[config.mk]
export PLATFORM = sky130hd
export DESIGN_NAME = trc_ctrl
export DESIGN_NICKNAME = d
export VERILOG_FILES = /design/src/rtl/trc_ctrl.v
export VERILOG_INCLUDE_DIRS = /design/src /design/src/rtl
export SDC_FILE = /design/constraint.sdc
export NUM_CORES = 1
export LEC_CHECK = 0
export BUFFER_PORTS_ARGS = -buffer_cell sky130_fd_sc_hd__buf_2
export CORE_AREA = 2 2 105 76
export DETAILED_ROUTE_END_ITERATION = 16
export DIE_AREA = 0 0 107 78
export PLACE_DENSITY = 0.86
export SYNTH_ARGS = -nofsm -noshare
export SYNTH_HDL_FRONTEND = slang
export SYNTH_SLANG_ARGS = --single-unit
[constraint.sdc]
create_clock -name i_clock -period 2 [get_ports i_clock]
set_clock_uncertainty 0.05 [all_clocks]
set_input_delay 0.2 -clock i_clock [delete_from_list [all_inputs] [get_ports i_clock]]
set_output_delay 0.2 -clock i_clock [all_outputs]
set_load 0.01 [all_outputs]
[src/rtl/trc_defs.vh]
// Constants for the tone and ringing oscillator control register bank
`ifndef TRC_DEFS_VH
`define TRC_DEFS_VH

// Register indices; byte address is four times the index
`define TRC_IDX_PENDING     6'h1F
`define TRC_IDX_TONE_A      6'h20
`define TRC_IDX_TONE_B      6'h21
`define TRC_IDX_RING        6'h22

// Reset values
`define TRC_RST_TONE_A      7'h00
`define TRC_RST_TONE_B      6'h00
`define TRC_RST_RING        4'h0

// Field positions in the tone control registers
`define TRC_TN_ACTIVE       7
`define TRC_TN_RELOAD       6
`define TRC_TN_ZC           5
`define TRC_TN_ON_EN        4
`define TRC_TN_OFF_EN       3
`define TRC_TN_ENABLE       2
`define TRC_TN_ROUTE_HI     1
`define TRC_TN_ROUTE_LO     0

// Field positions in the ringing control register
`define TRC_RG_ACTIVE       7
`define TRC_RG_ON_LINE      5
`define TRC_RG_ON_EN        4
`define TRC_RG_OFF_EN       3
`define TRC_RG_ENABLE       2
`define TRC_RG_DC_OFFSET    1
`define TRC_RG_WAVE         0

// Field position in the indirect status register
`define TRC_IP_PENDING      0

// Indirect memory update rate
`define TRC_CLK_HZ          50000000
`define TRC_UPD_HZ          16000
`define TRC_UPD_CYCLES      (`TRC_CLK_HZ / `TRC_UPD_HZ)

`endif

[src/rtl/trc_ctrl.v]
// Tone and ringing oscillator control registers with cadence sequencing
`timescale 1ns/100ps
`default_nettype none
`include "trc_defs.vh"

module trc_ctrl (
  input  wire        i_clock,
  input  wire        i_nrst,
  input  wire        i_clk_en,
  // Avalon-MM slave, byte addressed
  input  wire [7:0]  i_avs_address,
  input  wire        i_avs_read,
  input  wire        i_avs_write,
  input  wire [31:0] i_avs_writedata,
  input  wire [3:0]  i_avs_byteenable,
  output wire [31:0] o_avs_readdata,
  output wire        o_avs_waitrequest,
  // Indirect access
  input  wire        i_indirect_req,
  output wire        o_indirect_update,
  // Tone A
  input  wire        i_tone_a_on_expire,
  input  wire        i_tone_a_off_expire,
  input  wire        i_tone_a_zero_cross,
  output wire        o_tone_a_run,
  output wire        o_tone_a_tx,
  output wire        o_tone_a_rx,
  output wire        o_tone_a_on_timer_run,
  output wire        o_tone_a_off_timer_run,
  output wire        o_tone_a_reload,
  // Tone B
  input  wire        i_tone_b_on_expire,
  input  wire        i_tone_b_off_expire,
  input  wire        i_tone_b_zero_cross,
  output wire        o_tone_b_run,
  output wire        o_tone_b_tx,
  output wire        o_tone_b_rx,
  output wire        o_tone_b_on_timer_run,
  output wire        o_tone_b_off_timer_run,
  output wire        o_tone_b_reload,
  // Ringing
  input  wire        i_ring_osc_enable,
  input  wire        i_ring_on_expire,
  input  wire        i_ring_off_expire,
  input  wire        i_ring_dc_match,
  output wire        o_ring_run,
  output wire        o_ring_on_timer_run,
  output wire        o_ring_off_timer_run,
  output wire        o_ring_dc_offset_en,
  output wire        o_ring_wave_select,
  output wire        o_ring_drive_line
);

  // Cadence states, one-hot
  localparam [4:0] ST_IDLE  = 5'h01;
  localparam [4:0] ST_ON    = 5'h02;
  localparam [4:0] ST_ZWAIT = 5'h04;
  localparam [4:0] ST_OFF   = 5'h08;
  localparam [4:0] ST_DONE  = 5'h10;

  // Last count of the update timebase, cut to the counter width on purpose
  localparam integer UPD_LAST_I = `TRC_UPD_CYCLES - 1;
  localparam [11:0]  UPD_LAST   = UPD_LAST_I[11:0];

  // Cadence sequencer shared by all three oscillators
  function [4:0] cad_next;
    input [4:0] st;
    input       en;
    input       on_en;
    input       on_exp;
    input       off_en;
    input       off_exp;
    input       zc_en;
    input       zc;
    input       reload;
    reg         off_done;
    begin
      cad_next = st;
      off_done = ~off_en | off_exp;
      if (!en) begin
        cad_next = ST_IDLE;
      end else begin
        case (st)
          ST_IDLE: cad_next = ST_ON;
          ST_ON: begin
            if (on_en && on_exp) begin
              cad_next = zc_en ? ST_ZWAIT : ST_OFF;
            end
          end
          ST_ZWAIT: begin
            if (zc) begin
              cad_next = ST_OFF;
            end
          end
          ST_OFF: begin
            if (off_done) begin
              cad_next = reload ? ST_ON : ST_DONE;
            end
          end
          ST_DONE: cad_next = ST_DONE;
          default: cad_next = ST_IDLE;
        endcase
      end
    end
  endfunction

  // Bus state
  reg        ack_r;
  reg [31:0] rdata_r;
  wire       req      = i_avs_read | i_avs_write;
  wire       fire     = req & ack_r & i_clk_en;
  wire [5:0] idx      = i_avs_address[7:2];
  wire       wr_lane0 = fire & i_avs_write & i_avs_byteenable[0];

  // Control registers
  reg [6:0] tone_a_r;
  reg [5:0] tone_b_r;
  reg [3:0] ring_r;   // on_en, off_en, dc_offset, wave
  reg       pending_r;
  reg [11:0] upd_cnt_r;
  reg [4:0] st_a_r;
  reg [4:0] st_b_r;
  reg [4:0] st_r_r;
  reg       on_line_r;

  wire upd_tick = (upd_cnt_r == UPD_LAST);

  wire [4:0] st_a_nxt = cad_next(st_a_r,
                                 tone_a_r[`TRC_TN_ENABLE],
                                 tone_a_r[`TRC_TN_ON_EN],
                                 i_tone_a_on_expire,
                                 tone_a_r[`TRC_TN_OFF_EN],
                                 i_tone_a_off_expire,
                                 tone_a_r[`TRC_TN_ZC],
                                 i_tone_a_zero_cross,
                                 tone_a_r[`TRC_TN_RELOAD]);
  // Tone B has no reload bit and always repeats its cadence
  wire [4:0] st_b_nxt = cad_next(st_b_r,
                                 tone_b_r[`TRC_TN_ENABLE],
                                 tone_b_r[`TRC_TN_ON_EN],
                                 i_tone_b_on_expire,
                                 tone_b_r[`TRC_TN_OFF_EN],
                                 i_tone_b_off_expire,
                                 tone_b_r[`TRC_TN_ZC],
                                 i_tone_b_zero_cross,
                                 1'b1);
  // Ringing never waits for a zero crossing; the line gate does that job
  wire [4:0] st_r_nxt = cad_next(st_r_r,
                                 i_ring_osc_enable,
                                 ring_r[3],
                                 i_ring_on_expire,
                                 ring_r[2],
                                 i_ring_off_expire,
                                 1'b0,
                                 1'b0,
                                 1'b1);

  wire a_active = st_a_r[1] | st_a_r[2];
  wire b_active = st_b_r[1] | st_b_r[2];
  wire r_active = st_r_r[1] | st_r_r[2];

  // Readback, reserved bits forced to zero
  reg [7:0] rd_byte;
  always @* begin
    rd_byte = 8'h00;
    case (idx)
      `TRC_IDX_PENDING: begin
        rd_byte = {7'h00, pending_r};
      end
      `TRC_IDX_TONE_A: begin
        rd_byte = {a_active, tone_a_r};
      end
      `TRC_IDX_TONE_B: begin
        rd_byte = {b_active, 1'b0, tone_b_r};
      end
      `TRC_IDX_RING: begin
        rd_byte = {r_active, 1'b0, on_line_r, ring_r[3:2],
                   i_ring_osc_enable, ring_r[1:0]};
      end
      default: begin
        rd_byte = 8'h00;
      end
    endcase
  end

  // Bus handshake: one wait cycle, then the answer
  reg        ack_nxt;
  reg [31:0] rdata_nxt;
  always @* begin
    ack_nxt   = ack_r;
    rdata_nxt = rdata_r;
    if (i_clk_en) begin
      ack_nxt = req & ~ack_r;
      // Read data is captured in the wait cycle so it stands when the answer comes
      if (req && !ack_r) begin
        rdata_nxt = {24'h00_0000, rd_byte};
      end
    end
  end

  always @(posedge i_clock or negedge i_nrst) begin
    if (!i_nrst) begin
      ack_r   <= 1'b0;
      rdata_r <= 32'h0000_0000;
    end else begin
      ack_r   <= ack_nxt;
      rdata_r <= rdata_nxt;
    end
  end

  assign o_avs_waitrequest = req & ~(ack_r & i_clk_en);
  assign o_avs_readdata    = rdata_r;

  // Register writes; read-only bits are not stored
  reg [6:0] tone_a_nxt;
  reg [5:0] tone_b_nxt;
  reg [3:0] ring_nxt;
  always @* begin
    tone_a_nxt = tone_a_r;
    tone_b_nxt = tone_b_r;
    ring_nxt   = ring_r;
    if (wr_lane0) begin
      case (idx)
        `TRC_IDX_TONE_A: begin
          tone_a_nxt = i_avs_writedata[6:0];
        end
        `TRC_IDX_TONE_B: begin
          tone_b_nxt = i_avs_writedata[5:0];
        end
        `TRC_IDX_RING: begin
          // Bit 2 is the enable pin's mirror and bit 5 the line flag
          ring_nxt = {i_avs_writedata[4:3], i_avs_writedata[1:0]};
        end
        default: begin
          tone_a_nxt = tone_a_r;
        end
      endcase
    end
  end

  always @(posedge i_clock or negedge i_nrst) begin
    if (!i_nrst) begin
      tone_a_r <= `TRC_RST_TONE_A;
      tone_b_r <= `TRC_RST_TONE_B;
      ring_r   <= `TRC_RST_RING;
    end else begin
      tone_a_r <= tone_a_nxt;
      tone_b_r <= tone_b_nxt;
      ring_r   <= ring_nxt;
    end
  end

  // Indirect update timebase and pending flag; a new request wins over the clear
  reg [11:0] upd_cnt_nxt;
  reg        pending_nxt;
  always @* begin
    upd_cnt_nxt = upd_cnt_r;
    pending_nxt = pending_r;
    if (i_clk_en) begin
      if (upd_tick) begin
        upd_cnt_nxt = 12'h000;
      end else begin
        upd_cnt_nxt = upd_cnt_r + 12'h001;
      end
      if (i_indirect_req) begin
        pending_nxt = 1'b1;
      end else if (upd_tick) begin
        pending_nxt = 1'b0;
      end
    end
  end

  always @(posedge i_clock or negedge i_nrst) begin
    if (!i_nrst) begin
      upd_cnt_r <= 12'h000;
      pending_r <= 1'b0;
    end else begin
      upd_cnt_r <= upd_cnt_nxt;
      pending_r <= pending_nxt;
    end
  end

  assign o_indirect_update = upd_tick & pending_r & i_clk_en;

  // Cadence sequencers
  always @(posedge i_clock or negedge i_nrst) begin
    if (!i_nrst) begin
      st_a_r <= ST_IDLE;
      st_b_r <= ST_IDLE;
      st_r_r <= ST_IDLE;
    end else if (i_clk_en) begin
      st_a_r <= st_a_nxt;
      st_b_r <= st_b_nxt;
      st_r_r <= st_r_nxt;
    end
  end

  // Line drive changes only when the waveform meets the dc feed level,
  // so starting or stopping never puts a step onto the line
  reg on_line_nxt;
  always @* begin
    on_line_nxt = on_line_r;
    if (i_clk_en && i_ring_dc_match) begin
      on_line_nxt = r_active;
    end
  end

  always @(posedge i_clock or negedge i_nrst) begin
    if (!i_nrst) begin
      on_line_r <= 1'b0;
    end else begin
      on_line_r <= on_line_nxt;
    end
  end

  assign o_tone_a_run           = a_active;
  assign o_tone_a_tx            = a_active & tone_a_r[`TRC_TN_ROUTE_LO];
  assign o_tone_a_rx            = a_active & tone_a_r[`TRC_TN_ROUTE_HI];
  assign o_tone_a_on_timer_run  = st_a_r[1] & tone_a_r[`TRC_TN_ON_EN];
  assign o_tone_a_off_timer_run = st_a_r[3] & tone_a_r[`TRC_TN_OFF_EN];
  // Parameters are reloaded on every entry to the active period
  assign o_tone_a_reload        = i_clk_en & st_a_nxt[1] & ~st_a_r[1];

  assign o_tone_b_run           = b_active;
  assign o_tone_b_tx            = b_active & tone_b_r[`TRC_TN_ROUTE_LO];
  assign o_tone_b_rx            = b_active & tone_b_r[`TRC_TN_ROUTE_HI];
  assign o_tone_b_on_timer_run  = st_b_r[1] & tone_b_r[`TRC_TN_ON_EN];
  assign o_tone_b_off_timer_run = st_b_r[3] & tone_b_r[`TRC_TN_OFF_EN];
  assign o_tone_b_reload        = i_clk_en & st_b_nxt[1] & ~st_b_r[1];

  assign o_ring_run             = r_active;
  assign o_ring_on_timer_run    = st_r_r[1] & ring_r[3];
  assign o_ring_off_timer_run   = st_r_r[3] & ring_r[2];
  assign o_ring_dc_offset_en    = ring_r[1];
  assign o_ring_wave_select     = ring_r[0];
  assign o_ring_drive_line      = on_line_r;

endmodule // trc_ctrl
`default_nettype wire

After elaboration in Yosys (flattened, before gate mapping)
Cells that the tools add are included.
{"block": "classes", "bitwise": 37, "n_reduce_logical": 15, "n_eq_ne": 29, "muxes": 21, "add_sub_neg": 1}
{"op": "$pmux W5 S5", "n": 3}
{"op": "$mux W5", "n": 12}
{"op": "$pmux W8 S4", "n": 1}
{"op": "$ne A3 B3 Y1 const B", "n": 8}
{"op": "$and A1 B1 Y1", "n": 23}
{"op": "$eq A6 B6 Y1 const B", "n": 3}
{"op": "$eq A5 B1 Y1 const B", "n": 3}
{"op": "$eq A5 B2 Y1 const B", "n": 3}
{"op": "$eq A5 B3 Y1 const B", "n": 3}
{"op": "$eq A5 B4 Y1 const B", "n": 3}
{"op": "$eq A5 B5 Y1 const B", "n": 3}
{"op": "$add A12 B1 Y12 const B", "n": 1}
{"op": "$eq A12 B12 Y1 const B", "n": 1}
{"op": "$mux W12", "n": 1}
{"op": "$reduce_and A4 Y1", "n": 3}
{"op": "$reduce_and A2 Y1", "n": 5}
{"op": "$mux W4", "n": 2}
{"op": "$not A1 Y1", "n": 7}
{"op": "$or A1 B1 Y1", "n": 7}
{"op": "$eq A6 B5 Y1 const B", "n": 1}
{"op": "$logic_and A1 B1 Y1", "n": 5}
{"op": "$mux W1", "n": 2}
{"op": "$ne A2 B2 Y1 const B", "n": 1}
{"op": "$reduce_bool A2 Y1", "n": 1}
{"op": "$logic_not A1 Y1", "n": 1}
{"block": "totals", "output_inout_bits": 52, "word_cells": 116, "register_bits": 55, "inputBits": 60}

Longest topological paths before layout
Gate-level depths: netlist (run 1).
{"block": "logic_depth", "ltp_word": 7, "depth_mapped": 6, "mapped_depth_nobuf": 6}

Worst setup path before layout (run 1)
No wires, ideal clock.
{"block": "synth_timing", "path_kind": "register to register", "start": "register st_r_r[1]", "end": "register st_r_r[1]", "required_ps": 1825, "n_path_buf": 0, "path_stages_with_launch": 5, "setup_slack_ps": 109, "period_less_slack_ps": 1891, "arrival_time_ps": 1716, "setup_time_ps": 125, "cell_sequence": "dfrtp_1 > or3b_2 > o41a_1 > o21ai_0 > mux2_2"}
{"block": "synth_via", "elab_chain_len": 3, "word_cells_on_any_way": 11, "cone_classes": "eq/ne (8); mux (2); reduce/logical (1)"}
{"element": "start, declared", "line_no": "trc_ctrl.v:123", "rtl": "reg [4:0] st_r_r;"}
{"element": "start signal, assigned", "line_no": "trc_ctrl.v:294", "rtl": "st_r_r <= st_r_nxt;"}
{"element": "$eq A5 B5 Y1 (tied with other cells)", "line_no": "trc_ctrl.v:83", "rtl": "case (st)"}
{"element": "$pmux W5 S5 (tied with other cells)", "line_no": "trc_ctrl.v:83"}
{"element": "$mux W5 or $reduce_and A4 Y1 (tied branches)"}
Several ways; a longest one is shown, not always the timed one.
A chain may end at the register's enable or synchronous reset.

Final worst setup path (run 1)
{"block": "layout_timing", "start": "register st_a_r[4]", "end": "output port o_tone_a_reload"}
{"block": "layout_via", "elab_chain_len": 5, "word_cells_on_any_way": 9, "cone_classes": "eq/ne (5); mux (2); bitwise (2)"}
{"element": "start, declared", "line_no": "trc_ctrl.v:121", "rtl": "reg [4:0] st_a_r;"}
{"element": "start signal, assigned", "line_no": "trc_ctrl.v:292", "rtl": "st_a_r <= st_a_nxt;"}
{"element": "$eq A5 B5 Y1 (tied with other cells)", "line_no": "trc_ctrl.v:83"}
{"element": "$pmux W5 S5 (*)", "line_no": "trc_ctrl.v:83"}
{"element": "$mux W5 (*)", "line_no": "trc_ctrl.v:80", "rtl": "if (!en) begin"}
{"element": "$and A1 B1 Y1 (*) (2 in a row)", "line_no": "trc_ctrl.v:322", "rtl": "assign o_tone_a_reload = i_clk_en & st_a_nxt[1] & ~st_a_r[1];"}
{"element": "end, declared", "line_no": "trc_ctrl.v:30", "rtl": "output wire o_tone_a_reload,"}
Every way passes the cells marked *; elsewhere a longest branch is shown, timed or not.

==> impl_metrics.py, run 1 <==
metrics = {
    "power_and_ir_drop": {
        "vdd.ir_drop.worst_uv": 418,
        "sw_frac_of_total_pct": 36.2,
        "p_per_area_nw_per_um2": 796,
        "seq_power_share_pct": 46.5,
        "power_report.internal_total_uw": 2000,
        "power.leakage_uw": 0.00193,
        "combinational_share_of_power_pct": 32.6,
        "switching_power_uw": 1130,
        "pwr-share-clk_pct": 20.9,
    },
    "floorplanning": {
        "fp.dieW_um": 107,
        "io_pins": 112,
        "floorplan.initialDensity_pct": 45.5,
        "standard_cell_rows": 26,
        "core_area_um2": 7250,
        "die_y_um": 78,
        "dieArea_um2": 8350,
    },
    "clock_tree": {
        "cts-buffers-inserted": 5,
        "insertion_delay_ns": 0.32,
        "cts_root_buffer": "sky130_fd_sc_hd__clkbuf_8",
        "cts_sinks": 54,
        "cts_tree": "built",
        "cts.path.max_buffers": 2,
        "worst_setup_hold_path_clk_slew_ns": 0.11,
        "cts.htree.levels": 2,
    },
    "route": {
        "wire_per_inst_um": 16.1,
        "drt_pre_antenna_iters": 5,
        "detailroute.via_count": 2845,
        "detail_route.wirelength_mm": 8.15,
        "route.antenna.remaining_nets": 0,
        "dr.first_iter.drc_count": 207,
        "drt_drc_violations_left": 0,
        "drt-vias-per-instance": 5.63,
    },
    "yosys": {
        "asyncSetResetFlopFracSynth_pct": 100,
        "syn_area_per_cell_um2": 9.99,
        "synth_warnings": 0,
        "yosys-top-cells-area": "sky130_fd_sc_hd__dfrtp_1, sky130_fd_sc_hd__mux2_2, sky130_fd_sc_hd__buf_4",
        "yosysTopAreaCell": "sky130_fd_sc_hd__dfrtp_1",
        "ys_seq_area_share_pct": 41.1,
        "netlist-cell-type-count": 63,
        "synth_top_area_share_pct": 38.7,
        "mappedNetlistArea_um2": 3300,
        "gate_count_after_technology_mapping": 330,
        "dominantRegCellSynth": "sky130_fd_sc_hd__dfrtp_1",
        "count_of_flip_flops_with_a_built_in_enable_after_synthesis": 0,
        "post_synthesis_register_bit_count": 54,
    },
    "grt": {
        "grt_antenna_before_repair": 0,
        "largest_net_degree_at_the_start_of_global_routing": 32,
        "vias_in_the_first_global_route": 2700,
        "wire_length_of_the_first_global_routing_pass_mm": 13.3,
        "grt_overflow_total": 0,
        "groute.usage.overall_pct": 20.0,
    },
    "cells_and_area": {
        "fillCellCount": 631,
        "layout.cells.most_common": "sky130_fd_sc_hd__buf_2",
        "areaGrowthSynthToFinish_pct": 19.3,
        "layout.cells.most_common_list": "sky130_fd_sc_hd__buf_2, sky130_fd_sc_hd__dfrtp_1, sky130_fd_sc_hd__buf_4, sky130_fd_sc_hd__nand2_1, sky130_fd_sc_hd__conb_1",
        "final_core_utilization_pct": 54.2,
        "multi_input_comb_area_um2": 1780,
        "diodes": 0,
        "fin_nets": 468,
        "seqCellArea_um2": 1360,
        "layout-drive-gt1-share_pct": 33.4,
    },
    "timing": {
        "achievable-frequency_ghz": 0.457,
        "final_min_period_over_clock_period_pct": 109,
        "min_period_ns": 2.19,
        "layout_setup_ws_ns": -0.190,
        "worst_slew_pin_slew_ns": 0.507,
        "final_worst_hold_slack_ns": 0.0531,
        "rsz_0062_raised_after_global_routing": "true",
        "hold_violations": 0,
        "final_max_slew_viol_count": 0,
        "setup-violations-final": 4,
        "slew-limit-headroom_pct": 65.7,
    },
    "place": {
        "port_buffers": 57,
        "hpwlAfterDp_mm": 6.16,
        "place.gp.congestion": 0.941,
    },
    "critical_path": {
        "cp-end-kind": "output pin",
        "reg2reg_depth": 5,
        "cp_cell_sequence": "buf_6 > nor4_4 > and4b_1 > o31ai_2 > nor3_2 > buf_2",
        "r2r-start": "st_a_r[4]",
        "critical_path.startpoint": "st_a_r[4]",
        "cp-start-kind": "flip-flop",
        "critical_path_arrival_ns": 1.94,
        "worst-setup-path-type": "reg -> out",
        "critical_path_required_ns": 1.75,
        "crit_buf_inv": 2,
        "critPathTopFamily": "simple AND/OR/NAND/NOR gates",
        "r2r_setup_slack_ns": -0.08,
        "critical_path_peak_fanout": 5,
        "worst_path_max_delay_cell": "sky130_fd_sc_hd__dfrtp_2",
        "endpoint": "o_tone_a_reload",
        "cp_slowest_stage_delay_ns": 0.46,
        "crit-reg2reg-capture": "st_a_r[4]",
        "critical_path_cell_count": 6,
    },
    "hold_path": {
        "worstHoldPathType": "in -> reg",
    },
    "flow_run": {
        "max_cap_viol_count": 0,
    },
    "outcome": {
        "violations": "negative setup slack",
        "run_status": "complete, but fails checks",
    },
}
[metrics by stage]
step | TNS, ns | worst slack, ns | power [uW] | std cells | area [um2]
floorplan | 0 | 0.109 | 2010 | 353 | 3380
finish | -0.335 | -0.190 | 3130 | 505 | 3930
global route | -0.628 | -0.260 | 3290 | 505 | 3930
CTS | -0.200 | -0.110 | 3040 | 502 | 3880
detailed placement | 0 | 0.0679 | 2270 | 490 | 3700
global placement | 0 | 0.106 | 2220 | 490 | 3700
[logic make-up (layout without fill, tap and decap cells)]
logic type	count (synthesis)	count (layout)	synth area share, %
xor+xnor	9	9	2.39
compound gates	67	67	14.8
fa+ha+maj	2	2	0.759
mux	28	28	9.26
simple gates	112	112	21.9
buf+inv	57	111	9.67
other cells	1	24	0.114
flops	54	54	41.1
[layer usage]
layer / up-vias / part of all wire, % / GRT usage [%]
met5: - / 0 / 0
met4: 0 / 1.6 / 5.32
met3: 16 / 6.7 / 2.35
met2: 136 / 47 / 31.9
met1: 1378 / 44 / 29.0
li1: 1315 / - / -
[worst min-delay path by stage]
stage,startpoint,end,slack [ns],cells after the start
finish,i_indirect_req,pending_r,0.05,3
global route,i_ring_osc_enable,st_r_r[0],0.05,2
CTS,i_ring_osc_enable,st_r_r[0],0.04,2
detailed placement,i_nrst,ring_r[1],-0.03,1
global placement,i_nrst,ring_r[1],-0.03,1
floorplan,i_nrst,ack_r,-0.15,0
[flip-flops by register name, indices dropped and copies added (netlist names)]
register and cells:
tone_a_r 7, pending_r 1, o_ring_drive_line 1, st_b_r 5, tone_b_r 6, st_a_r 5, o_avs_readdata 8, ack_r 1
ring_r 4, upd_cnt_r 12, st_r_r 4
[power groups by stage]
stage | sequential [uW] | combinational [uW] | clock (uW)
final | 1460 | 1020 | 653
after global routing | 1480 | 1100 | 711
after CTS | 1440 | 945 | 657
after detailed placement | 1440 | 826 | 0
after global placement | 1430 | 786 | 0
after floorplan | 1390 | 616 | 0
[layout make-up]
class                      instances  area share, %
clock buffer                       5           1.75
tap                               98           3.12
clock inverter                     3          0.732
timing repair buffer              86           12.9
inverter                          17           1.62
multi-input combinational        242           45.3
sequential                        54           34.5
[worst reg2reg max path: stages (launching register included)]
cell                      delay (ns)
sky130_fd_sc_hd__dfrtp_2        0.46
sky130_fd_sc_hd__or4b_4         0.57
sky130_fd_sc_hd__buf_4          0.16
sky130_fd_sc_hd__o31ai_4        0.24
sky130_fd_sc_hd__o32ai_1        0.15
sky130_fd_sc_hd__mux2_1         0.34
[cells in the mapped netlist, types with 3 or more instances]
cell                         n
sky130_fd_sc_hd__or4b_1      3
sky130_fd_sc_hd__o22ai_1     5
sky130_fd_sc_hd__buf_2       3
sky130_fd_sc_hd__o21ai_0    13
sky130_fd_sc_hd__nand3_1     7
sky130_fd_sc_hd__nor2_1     10
sky130_fd_sc_hd__mux2i_1     8
sky130_fd_sc_hd__nand2_1    24
sky130_fd_sc_hd__dfstp_2     3
sky130_fd_sc_hd__nor2b_1     4
sky130_fd_sc_hd__o31ai_1     3
sky130_fd_sc_hd__o21ai_1     3
sky130_fd_sc_hd__xor2_1      5
sky130_fd_sc_hd__mux2_2     18
sky130_fd_sc_hd__nand2b_1    5
sky130_fd_sc_hd__nor4_4      3
sky130_fd_sc_hd__o221ai_1    3
sky130_fd_sc_hd__or4_1       4
sky130_fd_sc_hd__o2bb2ai_1   3
sky130_fd_sc_hd__nor4b_1     5
sky130_fd_sc_hd__dfrtp_1    51
sky130_fd_sc_hd__xnor2_1     4
sky130_fd_sc_hd__inv_1      17
sky130_fd_sc_hd__nor3_1      7
sky130_fd_sc_hd__and3_1      5
sky130_fd_sc_hd__clkbuf_1   11
sky130_fd_sc_hd__a21o_1      4
sky130_fd_sc_hd__a21oi_1     8
sky130_fd_sc_hd__buf_4      25
sky130_fd_sc_hd__or3_1       4
sky130_fd_sc_hd__and2_1     11
sky130_fd_sc_hd__nor4_1      4
sky130_fd_sc_hd__a22o_1      7
sky130_fd_sc_hd__nand4_1     3
[repair_timing]
action                                 in CTS  in global routing
gates resized for setup                     9                  9
endpoints found under the hold margin      51                  0
pin swaps                                   3                  3
setup endpoints to repair                   2                  7
buffers inserted                            3                  3
hold buffers                                1                  0
Note: power is estimated with default switching activity, not from simulation.
==> run 2, diff against run 1 <==
--- a/config.mk
+++ b/config.mk
@@ -11,6 +11,7 @@
 export DETAILED_ROUTE_END_ITERATION = 16
 export DIE_AREA = 0 0 107 78
 export PLACE_DENSITY = 0.86
+export REMOVE_ABC_BUFFERS = 1
 export SYNTH_ARGS = -nofsm -noshare
 export SYNTH_HDL_FRONTEND = slang
 export SYNTH_SLANG_ARGS = --single-unit
==> run 2 against run 1 <==
Net effect: setup slack better by 0.082 ns; cell count stayed put; fmax is 3.9% higher; count of clock-buffer cells in the layout is 1 higher; core utilization is 0.59 points higher; sequential share of layout area is 0.40 points lower; combinational power is 8% higher; register-to-register slack worse by 0.03 ns; clock power is 12% higher; the flow still finishes with violations (negative setup slack); largest cell class unchanged; global-route usage is 1.3 points higher; first-iteration DRC count is 10% lower; highest routed layer unchanged.
==> impl_metrics.py, run 2 (synthesis results as in run 1) <==
metrics = {
    "outcome": {
        "run_status": "complete, but fails checks",
        "violations": "negative setup slack",
    },
    "critical_path": {
        "cp_cell_sequence": "or4b_4 > buf_4 > o31ai_4 > o32ai_2 > mux2_1",
        "worst-setup-path-type": "reg -> reg",
        "critical_path_required_ns": 2.14,
        "r2r-start": "st_a_r[1]",
        "reg2reg_depth": 5,
        "critical_path_arrival_ns": 2.25,
        "critPathTopFamily": "simple AND/OR/NAND/NOR gates",
        "crit-reg2reg-capture": "st_a_r[4]",
        "cp-end-kind": "flip-flop",
        "crit_buf_inv": 1,
        "r2r_setup_slack_ns": -0.11,
        "critical_path_peak_fanout": 3,
        "worst_path_max_delay_cell": "sky130_fd_sc_hd__or4b_4",
        "cp-start-kind": "flip-flop",
        "cp_slowest_stage_delay_ns": 0.58,
    },
    "timing": {
        "setup-violations-final": 5,
        "min_period_ns": 2.11,
        "slew-limit-headroom_pct": 61.8,
        "hold_violations": 0,
        "layout_setup_ws_ns": -0.108,
        "worst_slew_pin_slew_ns": 0.573,
        "final_min_period_over_clock_period_pct": 105,
        "achievable-frequency_ghz": 0.474,
        "setup_tns_ns": -0.364,
        "final_max_slew_viol_count": 0,
        "rsz_0062_raised_after_global_routing": "true",
    },
    "floorplanning": {
        "core_area_um2": 7250,
        "dieArea_um2": 8350,
        "die_y_um": 78,
        "standard_cell_rows": 26,
        "floorplan.initialDensity_pct": 45.5,
        "fp.dieW_um": 107,
        "io_pins": 112,
    },
    "power_and_ir_drop": {
        "switching_power_uw": 1110,
        "sw_frac_of_total_pct": 33.9,
        "combinational_share_of_power_pct": 33.7,
        "total_power_uw": 3270,
        "vdd.ir_drop.worst_uv": 374,
        "power.leakage_uw": 0.00195,
        "seq_power_share_pct": 43.9,
        "p_per_area_nw_per_um2": 821,
        "pwr-share-clk_pct": 22.4,
        "power_report.internal_total_uw": 2160,
    },
    "grt": {
        "vias_in_the_first_global_route": 2795,
        "grt_antenna_before_repair": 0,
        "wire_length_of_the_first_global_routing_pass_mm": 14.1,
        "largest_net_degree_at_the_start_of_global_routing": 33,
        "grt_overflow_total": 0,
        "groute.usage.overall_pct": 21.3,
    },
    "flow_run": {
        "max_cap_viol_count": 0,
    },
    "route": {
        "route.antenna.remaining_nets": 0,
        "drt_drc_violations_left": 0,
        "drt_pre_antenna_iters": 5,
        "detail_route.wirelength_mm": 8.49,
        "wire_per_inst_um": 16.8,
        "detailroute.via_count": 2876,
        "dr.first_iter.drc_count": 186,
        "drt-vias-per-instance": 5.70,
    },
    "hold_path": {
        "min_delay_path_depth": 3,
        "hold_start": "i_indirect_req",
        "min_to": "pending_r",
        "worstHoldPathType": "in -> reg",
    },
    "clock_tree": {
        "insertion_delay_ns": 0.31,
        "worst_setup_hold_path_clk_slew_ns": 0.10,
        "cts.htree.levels": 2,
        "cts_root_buffer": "sky130_fd_sc_hd__clkbuf_8",
        "cts_tree": "built",
        "cts.path.max_buffers": 2,
        "cts-buffers-inserted": 5,
        "cts_sinks": 54,
    },
    "cells_and_area": {
        "postLayoutCellArea_um2": 3980,
        "areaGrowthSynthToFinish_pct": 20.6,
        "layout-drive-gt1-share_pct": 33.2,
        "layout.cells.most_common": "sky130_fd_sc_hd__buf_2",
        "fillCellCount": 609,
        "largest_register_ff_count": 12,
        "fin_nets": 468,
        "layout.cells.most_common_list": "sky130_fd_sc_hd__buf_2, sky130_fd_sc_hd__dfrtp_1, sky130_fd_sc_hd__buf_4, sky130_fd_sc_hd__nand2_1, sky130_fd_sc_hd__conb_1",
        "largest-register": "upd_cnt_r",
        "diodes": 0,
    },
    "place": {
        "hpwlAfterDp_mm": 6.47,
        "port_buffers": 57,
        "place.gp.congestion": 0.936,
        "place_ws_ns": 0.00495,
        "detailed_place.area_um2": 3710,
    },
}
[run 2: tightest hold or removal path: stages]
cell and delay, ns:
sky130_fd_sc_hd__buf_2 0.08, sky130_fd_sc_hd__nand2_1 0.04, sky130_fd_sc_hd__o21ai_1 0.06
[run 2: area by class of cell]
type                       count  area (um2)  area share (%)
clock buffer                   6        72.6            1.83
clock inverter                 2        37.5           0.944
inverter                      17        63.8            1.60
multi-input combinational    242        1800            45.3
sequential                    54        1360            34.1
tap                           98         123            3.08
timing repair buffer          86         522            13.1
[run 2: stage by stage]
| step | utilization [%] | std cells | hold slack [ns] |
|---|---|---|---|
| 6_report | 54.8 | 505 | 0.0646 |
| 5_1_grt | 54.8 | 505 | 0.0656 |
| 4_1_cts | 53.8 | 501 | 0.0646 |
| 3_5_place_dp | 51.1 | 489 | 0.172 |
| 3_3_place_gp | 51.1 | 489 | 0.161 |
| 2_1_floorplan | - | 313 | -0.146 |
[run 2: routing by layer]
layer	up-vias	GRT usage, %	share of wire [%]
met5	-	0	0
met4	0	5.84	1.3
met3	13	2.86	7.7
met2	154	33.1	45
met1	1395	31.2	46
li1	1314	-	-
[run 2: how the worst max path moves through the flow]
stage	cells after the start	startpoint	slack (ns)	to
3_3_place_gp	5	i_avs_address[4]	0.03	tone_a_r[4]
2_1_floorplan	4	st_r_r[1]	0.11	st_r_r[1]
5_1_grt	5	st_a_r[1]	-0.16	o_tone_a_reload
4_1_cts	6	st_a_r[4]	-0.10	o_tone_a_reload
3_5_place_dp	5	i_avs_address[4]	0.005	tone_a_r[3]
6_report	5	st_a_r[1]	-0.11	st_a_r[4]
[run 2: what timing repair did]
| item | CTS | global route |
|---|---|---|
| hold buffers | 1 | 0 |
| endpoints found under the setup margin | 2 | 5 |
| setup buffers | 3 | 4 |
| endpoints found under the hold margin | 21 | 0 |
| gates resized for setup | 12 | 7 |
| pin swaps | 5 | 8 |
[run 2: power by group through the flow]
stage / Clock, uW / Combinational, uW / Sequential (uW)
after detailed placement: 0 / 861 / 1430
after global routing: 802 / 1190 / 1460
after CTS: 739 / 996 / 1420
final: 731 / 1100 / 1430
after floorplan: 0 / 504 / 1420
after global placement: 0 / 819 / 1410
==> run 3, diff against run 2 <==
--- a/config.mk
+++ b/config.mk
@@ -7,11 +7,15 @@
 export NUM_CORES = 1
 export LEC_CHECK = 0
 export BUFFER_PORTS_ARGS = -buffer_cell sky130_fd_sc_hd__buf_2
-export CORE_AREA = 2 2 105 76
+export CELL_PAD_IN_SITES_DETAIL_PLACEMENT = 1
+export CELL_PAD_IN_SITES_GLOBAL_PLACEMENT = 1
+export CORE_AREA = 2 2 121 88
 export DETAILED_ROUTE_END_ITERATION = 16
-export DIE_AREA = 0 0 107 78
-export PLACE_DENSITY = 0.86
+export DIE_AREA = 0 0 123 90
+export GPL_TIMING_DRIVEN = 0
+export PLACE_DENSITY = 0.85
 export REMOVE_ABC_BUFFERS = 1
+export SETUP_SLACK_MARGIN = 0.02
 export SYNTH_ARGS = -nofsm -noshare
 export SYNTH_HDL_FRONTEND = slang
 export SYNTH_SLANG_ARGS = --single-unit
==> run 3 against run 2 <==
Net effect: count of clock-buffer cells in the layout rose by 1; critical endpoint is now o_tone_a_reload; largest power group unchanged; the flow still finishes with violations (negative setup slack); core utilization shrank 15 points; first-iteration DRC count up 28%; sequential power rose by 3%; wire length increased by 19%; global-route usage decreased by 3.1 points; sequential share of layout area is 0.20 points lower; setup slack got worse by 0.0021 ns; combinational power fell by 10%; cell count is 5.5% higher; power grew 4.9%.
==> impl_metrics.py, run 3 (synthesis results as in run 1) <==
metrics = {
    "critical_path": {
        "cp-end-kind": "output pin",
        "cp-start-kind": "flip-flop",
        "cp_slowest_stage_delay_ns": 0.57,
        "critPathTopFamily": "simple AND/OR/NAND/NOR gates",
        "r2r_setup_slack_ns": -0.11,
        "critical_path_required_ns": 1.75,
        "crit-reg2reg-capture": "st_a_r[4]",
        "reg2reg_depth": 5,
        "crit_buf_inv": 1,
        "r2r-start": "st_a_r[1]",
        "critical_path_arrival_ns": 1.86,
        "worst-setup-path-type": "reg -> out",
        "cp_cell_sequence": "or4b_4 > nor2_4 > o31ai_4 > nor3_2 > buf_2",
        "critical_path_peak_fanout": 5,
        "worst_path_max_delay_cell": "sky130_fd_sc_hd__or4b_4",
    },
    "flow_run": {
        "max_cap_viol_count": 0,
    },
    "grt": {
        "groute.layer.met1.usage_pct": 26.5,
        "met3_usage_pct": 3.30,
        "grt_busiest_layer": "met2",
        "groute.usage.overall_pct": 18.2,
        "wire_length_of_the_first_global_routing_pass_mm": 15.9,
        "global_route.usage.met2_pct": 27.8,
        "vias_in_the_first_global_route": 2944,
        "largest_net_degree_at_the_start_of_global_routing": 55,
        "grt_overflow_total": 0,
        "grt_antenna_before_repair": 0,
    },
    "clock_tree": {
        "cts.path.max_buffers": 2,
        "cts_tree": "built",
        "cts_root_buffer": "sky130_fd_sc_hd__clkbuf_16",
        "insertion_delay_ns": 0.30,
        "cts_sinks": 54,
        "worst_setup_hold_path_clk_slew_ns": 0.08,
        "cts.htree.levels": 2,
        "cts-buffers-inserted": 5,
    },
    "floorplanning": {
        "io_pins": 112,
        "fp.dieW_um": 123,
        "core_area_um2": 10000,
        "dieArea_um2": 11100,
        "standard_cell_rows": 31,
        "die_y_um": 90,
        "floorplan.initialDensity_pct": 33.0,
    },
    "timing": {
        "layout_setup_ws_ns": -0.110,
        "final_max_slew_viol_count": 0,
        "achievable-frequency_ghz": 0.474,
        "hold_violations": 0,
        "min_period_ns": 2.11,
        "worst_slew_pin_slew_ns": 0.707,
        "rsz_0062_raised_after_global_routing": "true",
        "slew-limit-headroom_pct": 52.8,
        "setup-violations-final": 4,
        "setup_tns_ns": -0.325,
        "final_min_period_over_clock_period_pct": 106,
    },
    "cells_and_area": {
        "layout.cells.most_common_list": "sky130_fd_sc_hd__buf_2, sky130_fd_sc_hd__dfrtp_1, sky130_fd_sc_hd__nand2_1, sky130_fd_sc_hd__conb_1, sky130_fd_sc_hd__buf_4",
        "largest-register": "upd_cnt_r",
        "multi_input_comb_area_um2": 1800,
        "layout.cells.most_common": "sky130_fd_sc_hd__buf_2",
        "seqCellArea_um2": 1370,
        "fin_nets": 462,
        "areaGrowthSynthToFinish_pct": 22.2,
        "post_layout_nonfiller_instances": 533,
        "layout-drive-gt1-share_pct": 34.4,
        "largest_register_ff_count": 12,
        "diodes": 0,
        "fillCellCount": 1148,
    },
    "place": {
        "place_ws_ns": -0.477,
        "hpwlAfterDp_mm": 6.83,
        "port_buffers": 57,
        "dpl.cell_count": 502,
        "place.gp.congestion": 0.904,
    },
    "hold_path": {
        "min_delay_path_depth": 3,
        "hold_start": "i_indirect_req",
        "worstHoldPathType": "in -> reg",
        "min_to": "pending_r",
    },
    "route": {
        "route.antenna.remaining_nets": 0,
        "drt_pre_antenna_iters": 4,
        "dr.first_iter.drc_count": 239,
        "drt_drc_violations_left": 0,
        "detailroute.via_count": 2863,
        "detail_route.wirelength_mm": 10.1,
        "drt-vias-per-instance": 5.37,
        "wire_per_inst_um": 19.0,
    },
    "power_and_ir_drop": {
        "power.leakage_uw": 0.00194,
        "p_per_area_nw_per_um2": 851,
        "vdd.ir_drop.worst_uv": 380,
    },
    "outcome": {
        "violations": "negative setup slack",
        "run_status": "complete, but fails checks",
    },
}
-- run 3: cell types whose count changed in the layout (fill, tap and decap cells not counted), sizes merged --
cell / before / now
buf: 85 / 78
clkinv: 0 / 1
clkbuf: 6 / 8
bufinv: 1 / 0
clkinvlp: 1 / 0
-- run 3: tightest hold or removal path, stage by stage --
cell	delay (ns)
sky130_fd_sc_hd__buf_2	0.07
sky130_fd_sc_hd__nand2_1	0.04
sky130_fd_sc_hd__o21ai_1	0.07
-- run 3: worst max-delay path by stage --
stage / start / to / slack (ns) / depth (start not counted)
final: st_a_r[1] / o_tone_a_reload / -0.11 / 5
after detailed placement: i_clk_en / o_avs_readdata[4] / -0.48 / 5
after global routing: st_a_r[4] / st_a_r[4] / -0.17 / 5
after floorplan: st_r_r[1] / st_r_r[1] / 0.11 / 4
after CTS: st_a_r[4] / o_tone_a_reload / -0.13 / 5
after global placement: i_clk_en / o_avs_readdata[3] / -0.39 / 5
-- run 3: power by group --
group | switching (uW) | total (uW) | leakage, uW | internal, uW
clock network | 421 | 958 | 0.0000801 | 536
registers | 230 | 1480 | 0.000702 | 1250
logic | 508 | 989 | 0.00116 | 481
-- run 3: layout make-up --
cell class                 instances  area share (%)
multi-input combinational        242            44.6
sequential                        54            33.9
timing repair buffer              80            11.8
tap                              132            4.10
clock buffer                       7            3.79
inverter                          17            1.58
clock inverter                     1           0.217
-- run 3: stage by stage --
step	power [uW]	instance area [um2]	hold WS, ns	util, %
5_1_grt	3600	4030	0.103	40.3
6_report	3430	4030	0.0756	40.3
3_3_place_gp	2190	3580	0.368	35.8
4_1_cts	3350	3890	0.0787	38.9
3_5_place_dp	2240	3580	0.389	35.8
2_1_floorplan	1930	3130	-0.146	-
-- run 3: metal layers --
layer | part of all wire (%) | routed length, um | vias to the layer above
met3 | 5.4 | 546 | 10
met2 | 47 | 4740 | 88
met1 | 47 | 4760 | 1473
met5 | 0 | 0 | -
li1 | - | - | 1292
met4 | 0.87 | 88 | 0
-- run 3: timing repair --
| action | 4_1_cts | 5_1_grt |
|---|---|---|
| setup buffers | 12 | 10 |
| endpoints found under the setup margin | 28 | 15 |
| hold buffers | 0 | 1 |
| endpoints found under the hold margin | 0 | 51 |
| gates resized for setup | 19 | 10 |
| pin swaps | 6 | 3 |
